`config.mk`:
```
export PLATFORM = sky130hd
export DESIGN_NAME = ssp_port
export DESIGN_NICKNAME = d
export VERILOG_FILES = /design/src/rtl/ssp_pkg.sv /design/src/rtl/ssp_port.sv /design/src/rtl/ssp_rate_gen.sv /design/src/rtl/ssp_shifter.sv
export VERILOG_INCLUDE_DIRS = /design/src /design/src/rtl
export SDC_FILE = /design/constraint.sdc
export NUM_CORES = 1
export LEC_CHECK = 0
export BUFFER_PORTS_ARGS = -buffer_cell sky130_fd_sc_hd__buf_4
export CORE_ASPECT_RATIO = 0.7
export CORE_UTILIZATION = 44
export DETAILED_ROUTE_END_ITERATION = 16
export MAX_ROUTING_LAYER = met4
export PLACE_DENSITY_LB_ADDON = 0.2
export SETUP_SLACK_MARGIN = 0.05
export SLEW_MARGIN = 20
export SYNTH_ARGS = -nofsm -noshare
export SYNTH_HDL_FRONTEND = slang
export SYNTH_SLANG_ARGS = --single-unit
export TNS_END_PERCENT = 20
```
`constraint.sdc`:
```
create_clock -name clk_in -period 8.6 [get_ports clk_in]
set_clock_uncertainty 0.2 [all_clocks]
set_input_delay 0.43 -clock clk_in [delete_from_list [all_inputs] [get_ports clk_in]]
set_output_delay 0.43 -clock clk_in [all_outputs]
set_load 0.05 [all_outputs]
```
`src/rtl/ssp_consts.svh`:
```
// Named constants of the serial port: register map, fields, mode codes.
// Assumes inclusion by bare name from every design file that needs them.
`ifndef SSP_CONSTS_SVH
`define SSP_CONSTS_SVH

`define SSP_A_CTRL    8'h00
`define SSP_A_STAT    8'h04
`define SSP_A_BUF     8'h08
`define SSP_A_RATE    8'h0C

`define SSP_CTRL_RST  10'h000
`define SSP_RATE_RST  8'h00
`define SSP_BYTE_RST  8'h00

`define SSP_F_MODE    3:0
`define SSP_F_CKP     4
`define SSP_F_EN      5
`define SSP_F_CKE     6
`define SSP_F_SMP     7
`define SSP_F_BUFFER_OVERWRITE_ENABLE    8
`define SSP_F_SDOOFF  9

`define SSP_S_WRITE_COLLISION_FLAG    1
`define SSP_S_DONE    2

`define SSP_M_DIV4    4'h0
`define SSP_M_DIV16   4'h1
`define SSP_M_DIV64   4'h2
`define SSP_M_TMR     4'h3
`define SSP_M_CSS     4'h4
`define SSP_M_CFREE   4'h5
`define SSP_M_BRG     4'hA

`define SSP_H_DIV4    10'h002
`define SSP_H_DIV16   10'h008
`define SSP_H_DIV64   10'h020
`define SSP_H_ONE     10'h001

`define SSP_LAST_IN   4'h7
`define SSP_LAST_OUT  4'h8
`define SSP_K_FIRST   5'h01
`define SSP_K_LAST    5'h10
`define SSP_K_LATE    5'h11
`define SSP_K_STEP    5'h01
`define SSP_C_STEP    4'h1

`endif

```
`src/rtl/ssp_pkg.sv`:
```
// Types shared by the serial port design files.
// Assumes the constants header is compiled alongside.
package ssp_pkg;
  typedef enum logic {HS_IDLE, HS_RUN} ssp_hstate_t;
  typedef logic [3:0] ssp_mode_t;
endpackage

```
`src/rtl/ssp_port.sv`:
```
// SPI host/client serial port with an APB register slave.
// Assumes all pin inputs, including SCK in client mode, are synchronous
// to clk_in and that SCK edges are at least two clocks apart.
//
// The APB register port and the placing of the registers were chosen for this implementation.
`timescale 1ns/1ps
`include "ssp_consts.svh"
module ssp_port
  import ssp_pkg::*;
(
  input  wire logic        clk_in,            // system clock, 250 MHz
  input  wire logic        rst_n_in,          // async reset, active low
  input  wire logic        psel_in,           // APB select
  input  wire logic        penable_in,        // APB enable
  input  wire logic        pwrite_in,         // APB write
  input  wire logic [7:0]  paddr_in,          // APB byte address
  input  wire logic [31:0] pwdata_in,         // APB write data
  output logic      [31:0] prdata_out,        // APB read data
  output logic             pready_out,        // APB ready
  output logic             pslverr_out,       // APB error, unmapped
  input  wire logic        sck_in,            // SCK pin level
  output logic             sck_out,           // SCK drive value
  output logic             sck_oe_n_out,      // SCK enable, low drives
  input  wire logic        sdi_in,            // serial data in
  output logic             sdo_out,           // serial data out
  output logic             sdo_oe_n_out,      // SDO enable, low drives
  input  wire logic        ss_n_in,           // client select, low
  input  wire logic        timer_tick_in,     // timer output pulse
  input  wire logic        sleep_in,          // device in sleep
  output logic             transfer_done_out  // done flag, wake source
);

  ////////////////////////////////////////////////////////////////////////
  // Decoding helpers.

  // Returns {sample, output} for one SCK edge.
  function automatic logic [1:0] edge_ev(input logic lead,
                                         input logic cke,
                                         input logic input_sample_phase);
    logic o;
    o = lead ^ cke;
    edge_ev = {(input_sample_phase ? o : ~o), o};
  endfunction

  function automatic logic is_host(input ssp_mode_t m);
    is_host = (m == `SSP_M_DIV4) || (m == `SSP_M_DIV16) ||
              (m == `SSP_M_DIV64) || (m == `SSP_M_TMR) ||
              (m == `SSP_M_BRG);
  endfunction

  ////////////////////////////////////////////////////////////////////////
  // Registers and decoded state.

  logic [9:0]  ctrl_r, ctrl_nxt;
  logic [7:0]  rate_r, rate_nxt, buf_r, buf_nxt;
  logic        bf_r, bf_nxt, write_collision_flag_r, write_collision_flag_nxt, done_r, done_nxt;
  logic [31:0] prdata_r, prdata_nxt;
  logic        pready_r, pready_nxt, pslverr_r, pslverr_nxt;
  logic        sdo_oe_n_r, sdo_oe_n_nxt, sck_oe_n_r, sck_oe_n_nxt;
  logic        sck_q_r;
  ssp_hstate_t hst_r, hst_nxt;
  logic [4:0]  k_r, k_nxt, k_inc;
  logic        sck_r, sck_nxt;

  ssp_mode_t   mode;
  logic        en, clock_idle_polarity, cke, input_sample_phase, host_m, cli_m, ss_ctl, cli_act;
  logic        port_rst, acc, fin, wr_buf, rd_buf, busy, accept;
  logic        start, half_tick, h_lead, c_edge, c_lead;
  logic [1:0]  h_ev, c_ev;
  logic        samp, outev, shf_done, shf_busy, shf_sdo;
  logic [7:0]  shf_byte;
  logic [31:0] rd_word;
  logic        mapped;

  assign mode    = ctrl_r[`SSP_F_MODE];
  assign en      = ctrl_r[`SSP_F_EN];
  assign clock_idle_polarity     = ctrl_r[`SSP_F_CKP];
  assign cke     = ctrl_r[`SSP_F_CKE];
  assign input_sample_phase     = ctrl_r[`SSP_F_SMP];
  assign host_m  = en && is_host(mode);
  assign ss_ctl  = (mode == `SSP_M_CSS);
  assign cli_m   = en && (ss_ctl || (mode == `SSP_M_CFREE));
  assign cli_act = cli_m && (!ss_ctl || !ss_n_in);
  assign port_rst = !en || (cli_m && ss_ctl && ss_n_in);

  ////////////////////////////////////////////////////////////////////////
  // APB decode. Every access takes one wait state, so pready rises in
  // the second access cycle and writes commit on that edge only.

  assign acc    = psel_in && penable_in && !pready_r;
  assign fin    = psel_in && penable_in && pready_r;
  assign wr_buf = fin && pwrite_in && (paddr_in == `SSP_A_BUF);
  assign rd_buf = fin && !pwrite_in && (paddr_in == `SSP_A_BUF);
  assign busy   = (hst_r == HS_RUN) || shf_busy;
  assign accept = wr_buf && en && !busy && !write_collision_flag_r;
  assign start  = accept && host_m;

  always_comb begin
    mapped = 1'b1;
    case (paddr_in)
      `SSP_A_CTRL: rd_word = {22'h000000, ctrl_r};
      `SSP_A_STAT: rd_word = {28'h0000000, busy, done_r, write_collision_flag_r, bf_r};
      `SSP_A_BUF:  rd_word = {24'h000000, buf_r};
      `SSP_A_RATE: rd_word = {24'h000000, rate_r};
      default: begin
        rd_word = 32'h00000000;
        mapped  = 1'b0;
      end
    endcase
  end

  ////////////////////////////////////////////////////////////////////////
  // Event decode for host (own SCK) and client (external SCK).

  assign k_inc  = k_r + `SSP_K_STEP;
  assign h_lead = k_inc[0];
  assign h_ev   = edge_ev(h_lead, cke, input_sample_phase);
  assign c_edge = sck_in ^ sck_q_r;
  assign c_lead = c_edge && (sck_in != clock_idle_polarity);
  assign c_ev   = edge_ev(c_lead, cke, input_sample_phase);

  // The host shifts on the SCK it drives itself, so its events come from
  // the same half ticks that toggle sck_r rather than from the pin.
  always_comb begin
    if (host_m) begin
      samp  = (hst_r == HS_RUN) && half_tick && h_ev[1] &&
              !(input_sample_phase && (k_inc == `SSP_K_FIRST));
      outev = (hst_r == HS_RUN) && half_tick && h_ev[0];
    end else begin
      samp  = cli_act && c_edge && c_ev[1];
      outev = cli_act && c_edge && c_ev[0];
    end
  end

  ////////////////////////////////////////////////////////////////////////
  // Host sequencer: sixteen SCK edges, one extra half period when the
  // last bit is sampled at the end of its output time and CKE is clear.

  always_comb begin
    hst_nxt = hst_r;
    k_nxt   = k_r;
    sck_nxt = sck_r;
    case (hst_r)
      HS_IDLE: begin
        sck_nxt = clock_idle_polarity;
        k_nxt   = '0;
        if (start) begin
          hst_nxt = HS_RUN;
        end
      end
      HS_RUN: begin
        if (half_tick) begin
          k_nxt = k_inc;
          if (k_r < `SSP_K_LAST) begin
            sck_nxt = ~sck_r;
          end
          if (k_inc == ((!cke && input_sample_phase) ? `SSP_K_LATE : `SSP_K_LAST)) begin
            hst_nxt = HS_IDLE;
          end
        end
      end
      default: hst_nxt = HS_IDLE;
    endcase
    // Outside host mode the flop tracks the idle level as it is written,
    // so the pin shows the new polarity in the same cycle as the register.
    if (port_rst || !host_m) begin
      hst_nxt = HS_IDLE;
      k_nxt   = '0;
      sck_nxt = ctrl_nxt[`SSP_F_CKP];
    end
  end

  always_ff @(posedge clk_in or negedge rst_n_in) begin
    if (!rst_n_in) begin
      hst_r <= HS_IDLE;
      k_r   <= '0;
      sck_r <= 1'b0;
    end else begin
      hst_r <= hst_nxt;
      k_r   <= k_nxt;
      sck_r <= sck_nxt;
    end
  end

  ////////////////////////////////////////////////////////////////////////
  // Registers, flags and pin enables. Hardware sets beat software clears.

  always_comb begin
    ctrl_nxt    = ctrl_r;
    rate_nxt    = rate_r;
    buf_nxt     = buf_r;
    bf_nxt      = bf_r;
    write_collision_flag_nxt    = write_collision_flag_r;
    done_nxt    = done_r;
    pready_nxt  = acc;
    pslverr_nxt = acc && !mapped;
    prdata_nxt  = (acc && !pwrite_in) ? rd_word : 32'h00000000;
    if (fin && pwrite_in) begin
      case (paddr_in)
        `SSP_A_CTRL: ctrl_nxt = pwdata_in[9:0];
        `SSP_A_RATE: rate_nxt = pwdata_in[7:0];
        `SSP_A_STAT: begin
          if (pwdata_in[`SSP_S_WRITE_COLLISION_FLAG]) begin
            write_collision_flag_nxt = 1'b0;
          end
          if (pwdata_in[`SSP_S_DONE]) begin
            done_nxt = 1'b0;
          end
        end
        default: ;
      endcase
    end
    if (rd_buf) begin
      bf_nxt = 1'b0;
    end
    if (accept) begin
      buf_nxt = pwdata_in[7:0];
    end
    if (wr_buf && en && busy) begin
      write_collision_flag_nxt = 1'b1;
    end
    if (shf_done) begin
      if (!bf_r || ctrl_r[`SSP_F_BUFFER_OVERWRITE_ENABLE]) begin
        buf_nxt = shf_byte;
      end
      bf_nxt   = 1'b1;
      done_nxt = 1'b1;
    end
    if (host_m) begin
      sdo_oe_n_nxt = ctrl_r[`SSP_F_SDOOFF];
      sck_oe_n_nxt = 1'b0;
    end else if (cli_m) begin
      sdo_oe_n_nxt = ss_ctl && ss_n_in;
      sck_oe_n_nxt = 1'b1;
    end else begin
      sdo_oe_n_nxt = 1'b1;
      sck_oe_n_nxt = 1'b1;
    end
  end

  always_ff @(posedge clk_in or negedge rst_n_in) begin
    if (!rst_n_in) begin
      ctrl_r     <= `SSP_CTRL_RST;
      rate_r     <= `SSP_RATE_RST;
      buf_r      <= `SSP_BYTE_RST;
      bf_r       <= 1'b0;
      write_collision_flag_r     <= 1'b0;
      done_r     <= 1'b0;
      prdata_r   <= 32'h00000000;
      pready_r   <= 1'b0;
      pslverr_r  <= 1'b0;
      sdo_oe_n_r <= 1'b1;
      sck_oe_n_r <= 1'b1;
      sck_q_r    <= 1'b0;
    end else begin
      ctrl_r     <= ctrl_nxt;
      rate_r     <= rate_nxt;
      buf_r      <= buf_nxt;
      bf_r       <= bf_nxt;
      write_collision_flag_r     <= write_collision_flag_nxt;
      done_r     <= done_nxt;
      prdata_r   <= prdata_nxt;
      pready_r   <= pready_nxt;
      pslverr_r  <= pslverr_nxt;
      sdo_oe_n_r <= sdo_oe_n_nxt;
      sck_oe_n_r <= sck_oe_n_nxt;
      sck_q_r    <= sck_in;
    end
  end

  ////////////////////////////////////////////////////////////////////////
  // Submodules.

  // Sleep only stops the host clock; client shifting keeps going.
  ssp_rate_gen u_rate (
    .clk_in        (clk_in),
    .rst_n_in      (rst_n_in),
    .restart_in    (start),
    .hold_in       (sleep_in || (hst_r != HS_RUN)),
    .mode_in       (mode),
    .divisor_in    (rate_r),
    .timer_tick_in (timer_tick_in),
    .half_tick_out (half_tick)
  );

  ssp_shifter u_shift (
    .clk_in    (clk_in),
    .rst_n_in  (rst_n_in),
    .clr_in    (port_rst),
    .load_in   (accept),
    .data_in   (pwdata_in[7:0]),
    .cke_in    (cke),
    .samp_in   (samp),
    .out_in    (outev),
    .sdi_in    (sdi_in),
    .sdo_out   (shf_sdo),
    .done_out  (shf_done),
    .byte_out  (shf_byte),
    .busy_out  (shf_busy)
  );

  assign prdata_out        = prdata_r;
  assign pready_out        = pready_r;
  assign pslverr_out       = pslverr_r;
  assign sck_out           = sck_r;
  assign sck_oe_n_out      = sck_oe_n_r;
  assign sdo_out           = shf_sdo;
  assign sdo_oe_n_out      = sdo_oe_n_r;
  assign transfer_done_out = done_r;

endmodule

```
`src/rtl/ssp_rate_gen.sv`:
```
// Host bit-rate generator: one pulse per half SCK period.
// Assumes timer_tick_in is a one-cycle pulse in the system clock domain.
`timescale 1ns/1ps
`include "ssp_consts.svh"
module ssp_rate_gen
  import ssp_pkg::*;
(
  input  wire logic       clk_in,        // system clock
  input  wire logic       rst_n_in,      // async reset, active low
  input  wire logic       restart_in,    // start a fresh period
  input  wire logic       hold_in,       // freeze count (sleep, idle)
  input  wire ssp_mode_t  mode_in,       // rate selection
  input  wire logic [7:0] divisor_in,    // rate divisor
  input  wire logic       timer_tick_in, // timer output pulse
  output logic            half_tick_out  // half period elapsed
);

  logic [9:0] cnt_r;
  logic [9:0] cnt_nxt;
  logic [9:0] lim;
  logic       tick_r;
  logic       tick_nxt;

  always_comb begin
    case (mode_in)
      `SSP_M_DIV4:  lim = `SSP_H_DIV4;
      `SSP_M_DIV16: lim = `SSP_H_DIV16;
      `SSP_M_DIV64: lim = `SSP_H_DIV64;
      default:      lim = {1'b0, divisor_in, 1'b0} + `SSP_H_DIV4;
    endcase
  end

  // A frozen count resumes mid-period, so a slept transfer picks up exactly.
  always_comb begin
    cnt_nxt  = cnt_r;
    tick_nxt = 1'b0;
    if (restart_in) begin
      cnt_nxt = '0;
    end else if (!hold_in) begin
      if (mode_in == `SSP_M_TMR) begin
        tick_nxt = timer_tick_in;
      end else if (cnt_r == lim - `SSP_H_ONE) begin
        cnt_nxt  = '0;
        tick_nxt = 1'b1;
      end else begin
        cnt_nxt = cnt_r + `SSP_H_ONE;
      end
    end
  end

  always_ff @(posedge clk_in or negedge rst_n_in) begin
    if (!rst_n_in) begin
      cnt_r  <= '0;
      tick_r <= 1'b0;
    end else begin
      cnt_r  <= cnt_nxt;
      tick_r <= tick_nxt;
    end
  end

  assign half_tick_out = tick_r;

endmodule

```
`src/rtl/ssp_shifter.sv`:
```
// Eight-bit full-duplex shift register with sample and output events.
// Assumes one event pulse per SCK edge, decoded by the caller.
`timescale 1ns/1ps
`include "ssp_consts.svh"
module ssp_shifter
  import ssp_pkg::*;
(
  input  wire logic       clk_in,    // system clock
  input  wire logic       rst_n_in,  // async reset, active low
  input  wire logic       clr_in,    // force bit counters to zero
  input  wire logic       load_in,   // buffer write accepted
  input  wire logic [7:0] data_in,   // byte to transmit
  input  wire logic       cke_in,    // first bit shown at load
  input  wire logic       samp_in,   // sample serial input now
  input  wire logic       out_in,    // move next bit out now
  input  wire logic       sdi_in,    // serial data input
  output logic            sdo_out,   // serial data output
  output logic            done_out,  // byte complete, one cycle
  output logic [7:0]      byte_out,  // received byte
  output logic            busy_out   // byte partly received
);

  logic [7:0] sr_r, sr_nxt, byte_r, byte_nxt;
  logic [3:0] in_r, in_nxt, out_r, out_nxt;
  logic       lat_r, lat_nxt, sdo_r, sdo_nxt, done_nxt, done_r;
  logic       din;
  logic       last;

  assign din  = samp_in ? sdi_in : lat_r;
  assign last = samp_in && (in_r == `SSP_LAST_IN);

  always_comb begin
    sr_nxt   = sr_r;
    byte_nxt = byte_r;
    in_nxt   = in_r;
    out_nxt  = out_r;
    lat_nxt  = lat_r;
    sdo_nxt  = sdo_r;
    done_nxt = 1'b0;
    if (clr_in) begin
      in_nxt  = '0;
      out_nxt = '0;
    end else if (load_in) begin
      sr_nxt  = data_in;
      sdo_nxt = data_in[7];
      out_nxt = {3'b000, cke_in};
      in_nxt  = '0;
    end else begin
      if (samp_in) begin
        lat_nxt = sdi_in;
        in_nxt  = in_r + `SSP_C_STEP;
      end
      if (last) begin
        byte_nxt = {sr_r[6:0], sdi_in};
        sr_nxt   = {sr_r[6:0], sdi_in};
        done_nxt = 1'b1;
        in_nxt   = '0;
        out_nxt  = '0;
      end else if (out_in) begin
        if (out_r == '0) begin
          sdo_nxt = sr_r[7];
          out_nxt = `SSP_C_STEP;
        end else if (out_r < `SSP_LAST_OUT) begin
          sr_nxt  = {sr_r[6:0], din};
          sdo_nxt = sr_r[6];
          out_nxt = out_r + `SSP_C_STEP;
        end
      end
    end
  end

  always_ff @(posedge clk_in or negedge rst_n_in) begin
    if (!rst_n_in) begin
      sr_r   <= `SSP_BYTE_RST;
      byte_r <= `SSP_BYTE_RST;
      in_r   <= '0;
      out_r  <= '0;
      lat_r  <= 1'b0;
      sdo_r  <= 1'b0;
      done_r <= 1'b0;
    end else begin
      sr_r   <= sr_nxt;
      byte_r <= byte_nxt;
      in_r   <= in_nxt;
      out_r  <= out_nxt;
      lat_r  <= lat_nxt;
      sdo_r  <= sdo_nxt;
      done_r <= done_nxt;
    end
  end

  assign sdo_out  = sdo_r;
  assign done_out = done_r;
  assign byte_out = byte_r;
  assign busy_out = (in_r != '0);

endmodule
```
==> impl_metrics.ini, run 1 <==
[status]
status = complete, no violations

[synth]
syn_inst = 533
ys_seq_area_frac = 0.431
synthFlopType = dfrtp_1
syn-mean-instance-area_um2 = 9.72
synthArstFlopShare = 1.00
synth-seq-cells = 89
syn-cell-area_um2 = 5180
synth_cell_types = 66
synth-edff-count = 0
ys_warn_count = 0

[cells_and_area]
layout_common_cells = dfrtp_1 (87), nand2_1 (60), nor2_1 (52)
area_delta_synth_final_pct = 12.9
fin_util = 0.520
fillers = 1032
drive_above_1_share = 0.211
final_nets = 627
layout_commonest_cell = dfrtp_1
antenna_cells = 0
stdcell_area_um2 = 5850

[worst_hold_path]
min_to = ctrl_r[9]
hold_start = pwdata_in[9]
min_path_cells = 2
min_path_type = input port to register

[global_routing]
grt_pass1_wl_um = 19900
grt_max_degree = 63
grtUsageTotal = 0.215
grt_pass1_vias = 3779
overflow = 0
antenna_found_initial = 0

[cts]
cts_buffer_depth = 2
cts_tree = built
clkTransAtPathRegs_ps = 70
numCtsBuffers = 9
cts_max_level = 3
cts_sinks = 89
cts_resized = 0
post_cts_buffers = 0
root_buffer = clkbuf_16
clk_latency_ps = 350

[worst_setup_path]
r2r_cells = 9
arrival_ps = 3420
reg2reg_slack_ps = 5180
max_stage_delay_ps = 580
worstSetupEndpointType = register
critPathLaunchType = register
timing.rr.start = ctrl_r[1]
reg2reg_to = u_rate.cnt_r[2]
cpMaxStageDelayCell = a211oi_2
required_ps = 8600
worstPathMaxFanout = 9
criticalPathCategory = register to register
path_cells = a211oi_2 -> o22a_4 -> ha_1 -> o211ai_2 -> nor4_1 -> xnor2_1 -> nor4_4 -> and4_1 -> nor3_1

[die]
initial_core_util = 0.460
dieArea_um2 = 12200
die_x_um = 132
io_pins = 89
die_h_um = 92.8
core_area_um2 = 11300
row_count = 32

[sta]
setup_violations = 0
drv_slew = 0
slew-limit-headroom = 0.430
period_needed_ps = 3420
finalSetupTns_ps = 0
hold_viol = 0
fin_crit_sh = 0.398
fmax_ghz = 0.292
worst_pin_slew_ps = 845
rsz0062_at_grt = no

[pwr]
cellPowerDensity_nw_per_um2 = 152
peakVddDrop_uv = 93.2
p_total_mw = 0.891
p_leak_nw = 2.63

[place]
dp_hpwl_um = 8640
finalWeightedCongestion = 0.847
portBuffers = 44
placedInstanceArea_um2 = 5510

[routing]
drcViolationCount = 0
routed_wirelength_um = 11900
vias_per_cell = 5.44
vias = 3949
ant_nets = 0
wl_per_cell_um = 16.4
firstDrtPassIters = 4
drt_iter0_drc = 288

[job]
drv_cap = 0
[repair_timing]
action                                  4_1_cts  5_1_grt
endpoints found under the setup margin        0        0
hold buffers                                  2        0
endpoints found under the hold margin        26        0
[power by group]
group          switching (mW)  internal [mW]
Clock                   0.179          0.231
Combinational          0.0438         0.0150
Sequential            0.00162          0.420
Total                   0.224          0.666
[cells by family (layout without fill, tap and decap cells)]
group,count (synthesis),count (layout),share of synthesized area
compound gates,84,84,0.117
xor+xnor,31,31,0.0524
fa+ha+maj,9,9,0.0217
buf+inv,63,82,0.0681
flops,89,89,0.431
mux,50,50,0.106
other cells,1,22,0.000724
simple gates,206,206,0.203
[Yosys cell counts, types with 6 or more instances]
cell type  count  area, um^2
nand4_1       10        62.6
and3_1         7        43.8
ha_1           9         113
mux2_2        37         417
inv_1         17        63.8
nor3_1        13        65.1
nand2b_1       8        50.1
xor2_1        12         105
buf_2          6        30.0
o21ai_0       14        70.1
buf_4         25         188
dfrtp_1       87        2180
clkbuf_1      11        41.3
a21oi_1       18        90.1
a31oi_1       13        81.3
nor2_1        52         195
nand3_1       13        65.1
mux2i_1       13         130
nand2_1       60         225
nor2b_1        6        37.5
xnor2_1       19         166
[cell type report]
cell class | instances | area, um^2 | area share
clock buffer | 9 | 225 | 0.0385
clock inverter | 7 | 83.8 | 0.0143
inverter | 17 | 63.8 | 0.0109
multi-input combinational | 402 | 2680 | 0.458
sequential | 89 | 2230 | 0.381
tap | 153 | 191 | 0.0327
timing repair buffer | 49 | 373 | 0.0638
[state kept, by name (all words and copies together), names as in the netlist, 4 cells and up]
register	count
prdata_out	10
rate_r	8
ctrl_r	10
u_shift.out_r	4
k_r	5
u_rate.cnt_r	10
u_shift.byte_out	8
u_shift.sr_r	8
u_shift.in_r	4
buf_r	8
[worst max path at each step]
stage / startpoint / end / slack, ps / depth (start not counted)
after floorplan: ctrl_r[2] / u_rate.cnt_r[2] / 5820 / 11
after global placement: ctrl_r[1] / u_rate.cnt_r[5] / 5360 / 9
after detailed placement: ctrl_r[1] / u_rate.cnt_r[2] / 5250 / 9
after CTS: ctrl_r[0] / u_rate.cnt_r[5] / 5210 / 9
after global routing: ctrl_r[2] / u_rate.cnt_r[3] / 4990 / 9
final: ctrl_r[1] / u_rate.cnt_r[2] / 5180 / 9
[metrics by stage]
stage / setup slack (ps) / instances / hold slack (ps)
2_1_floorplan: 5820 / 554 / -65.6
3_5_place_dp: 5250 / 708 / 170
4_1_cts: 5210 / 726 / 112
5_1_grt: 4990 / 726 / 123
3_3_place_gp: 5360 / 708 / 167
6_report: 5180 / 726 / 123
[worst max-delay path: cells and delay by family (launching register included)]
kind,cells,cell delay (ps)
and+or+nand+nor,4,1120
DFF,1,550
xor gates and xnor gates,1,190
adders and majority gates,1,220
AOI/OAI and AO/OA,3,990
[layer usage]
metal / part of all wire / global-route usage
met2: 0.43 / 0.318
met3: 0.062 / 0.0411
met1: 0.50 / 0.305
met5: 0 / -
met4: 0.0093 / 0.0494
Note: power is estimated with default switching activity, not from simulation.
==> run 2: changes to the inputs <==
==> constraint.sdc (replaced) <==
create_clock -name clk_in -period 2.79 [get_ports clk_in]
set_clock_uncertainty 0.2 [all_clocks]
set_input_delay 0.1395 -clock clk_in [delete_from_list [all_inputs] [get_ports clk_in]]
set_output_delay 0.1395 -clock clk_in [all_outputs]
set_load 0.05 [all_outputs]
==> impl_metrics.ini, run 2 (synthesis results as in run 1) <==
[sta]
rsz0062_at_grt = yes
hold_viol = 0
fin_crit_sh = 0.997
setup_violations = 0
worst_pin_slew_ps = 740
fmax_ghz = 0.359
drv_slew = 0
slew-limit-headroom = 0.505
period_needed_ps = 2780

[pwr]
cellPowerDensity_nw_per_um2 = 414
peakVddDrop_uv = 312
p_leak_nw = 3.06

[routing]
vias_per_cell = 5.36
firstDrtPassIters = 4
ant_nets = 0
wl_per_cell_um = 16.5
drcViolationCount = 0
drt_iter0_drc = 275
routed_wirelength_um = 13300
vias = 4310

[worst_setup_path]
crit_path_frequent_cell = mux2i_1
required_ps = 2860
criticalPathCategory = register to register
cpMaxStageDelayCell = dfrtp_1
crit_start = ctrl_r[1]
max_stage_delay_ps = 400
path_cells = or3_4 -> o22a_4 -> ha_4 -> o211ai_2 -> buf_6 -> mux2i_1 -> mux2i_1 -> mux2_4 -> and4_4 -> nor3_2
worstSetupEndpointType = register
timing.rr.start = ctrl_r[1]
critical_path_buf_inv_count = 1
critPathLaunchType = register
arrival_ps = 2850
worstPathMaxFanout = 6
path_delay_family = simple AND/OR/NAND/NOR gates

[cts]
root_buffer = clkbuf_16
numCtsBuffers = 9
clkTransAtPathRegs_ps = 70
cts_max_level = 3
cts_tree = built
cts_buffer_depth = 2
cts_sinks = 89
clk_latency_ps = 350

[global_routing]
grt_pass1_wl_um = 21200
grtUsageTotal = 0.230
grt_pass1_vias = 4070
antenna_found_initial = 0
grt_max_degree = 54
overflow = 0

[cells_and_area]
stdcell_area_um2 = 6720
final_nets = 705
drive_above_1_share = 0.321
multi_input_area_um2 = 2870
seqCellArea_um2 = 2230
final-instance-count-excl-fill = 804
antenna_cells = 0
layout_commonest_cell = buf_4
area_delta_synth_final_pct = 29.7
layout_common_cells = buf_4 (98), dfrtp_1 (83), nand2_1 (59)
fillers = 959

[worst_hold_path]
hold_start = paddr_in[4]
min_path_type = input port to register

[place]
dp_hpwl_um = 9390
place_inst = 753
placedInstanceArea_um2 = 5870
portBuffers = 44
finalWeightedCongestion = 0.856

[status]
status = complete, no violations

[die]
die_h_um = 92.8
initial_core_util = 0.460
dieArea_um2 = 12200
die_x_um = 132
core_area_um2 = 11300
row_count = 32
io_pins = 89

[job]
drv_cap = 0
-- run 2: worst reg2reg max path, cell delays in order, from the launching register on --
cell and delay, ps:
dfrtp_1 400, or3_4 400, o22a_4 210, ha_4 170
o211ai_2 110, buf_6 150, mux2i_1 220, mux2i_1 110
mux2_4 320, and4_4 230, nor3_2 180
-- run 2: per-stage QoR --
step	util	power, mW	setup TNS (ps)	hold WS, ps	worst slack, ps
2_1_floorplan	-	1.46	0	-356	55.0
3_3_place_gp	0.522	1.51	-11.8	-58.6	-2.81
3_5_place_dp	0.522	1.52	-101	-50.9	-55.3
4_1_cts	0.570	2.81	0	9.40	13.1
5_1_grt	0.597	2.88	-464	19.5	-76.8
6_report	0.597	2.78	0	17.9	7.60
-- run 2: power breakdown --
| group | switching [mW] | internal, mW | total [mW] |
|---|---|---|---|
| Clock | 0.554 | 0.711 | 1.26 |
| Sequential | 0.00399 | 1.30 | 1.30 |
| Combinational | 0.145 | 0.0726 | 0.218 |
| Total | 0.704 | 2.08 | 2.78 |
-- run 2: repair_timing --
item                                    in CTS  in global routing
setup buffers                                0                 14
pin swaps                                    0                 17
hold buffers                                21                  0
gates resized for setup                      6                 45
endpoints found under the hold margin       78                  0
endpoints found under the setup margin      26                 35
-- run 2: layer usage --
metal / routed length, um / track usage / share of wire / vias up
met3: 724 / 0.0465 / 0.055 / 8
met2: 5820 / 0.331 / 0.44 / 120
met4: 99 / 0.0514 / 0.0075 / 0
met1: 6610 / 0.330 / 0.50 / 2124
met5: 0 / - / 0 / -
li1: - / - / - / 2058
-- run 2: area by class of cell --
type / count / area share
clock buffers: 9 / 0.0335
clock inverters: 7 / 0.0121
inverters: 17 / 0.00950
multi-input cells: 402 / 0.427
flip-flops and latches: 89 / 0.333
well taps: 153 / 0.0285
repair buffers: 127 / 0.157
-- run 2: final timing paths --
check                               endpoint  slack [ps]  cells after the start
min in group asynchronous    u_rate.cnt_r[5]         110                      2
max reg2reg                  u_rate.cnt_r[7]           8                     10
max                          u_rate.cnt_r[7]           8                     10
min                              pslverr_out          20                      4
min reg2reg                transfer_done_out         280                      1
max in group asynchronous          rate_r[0]        1620                      3
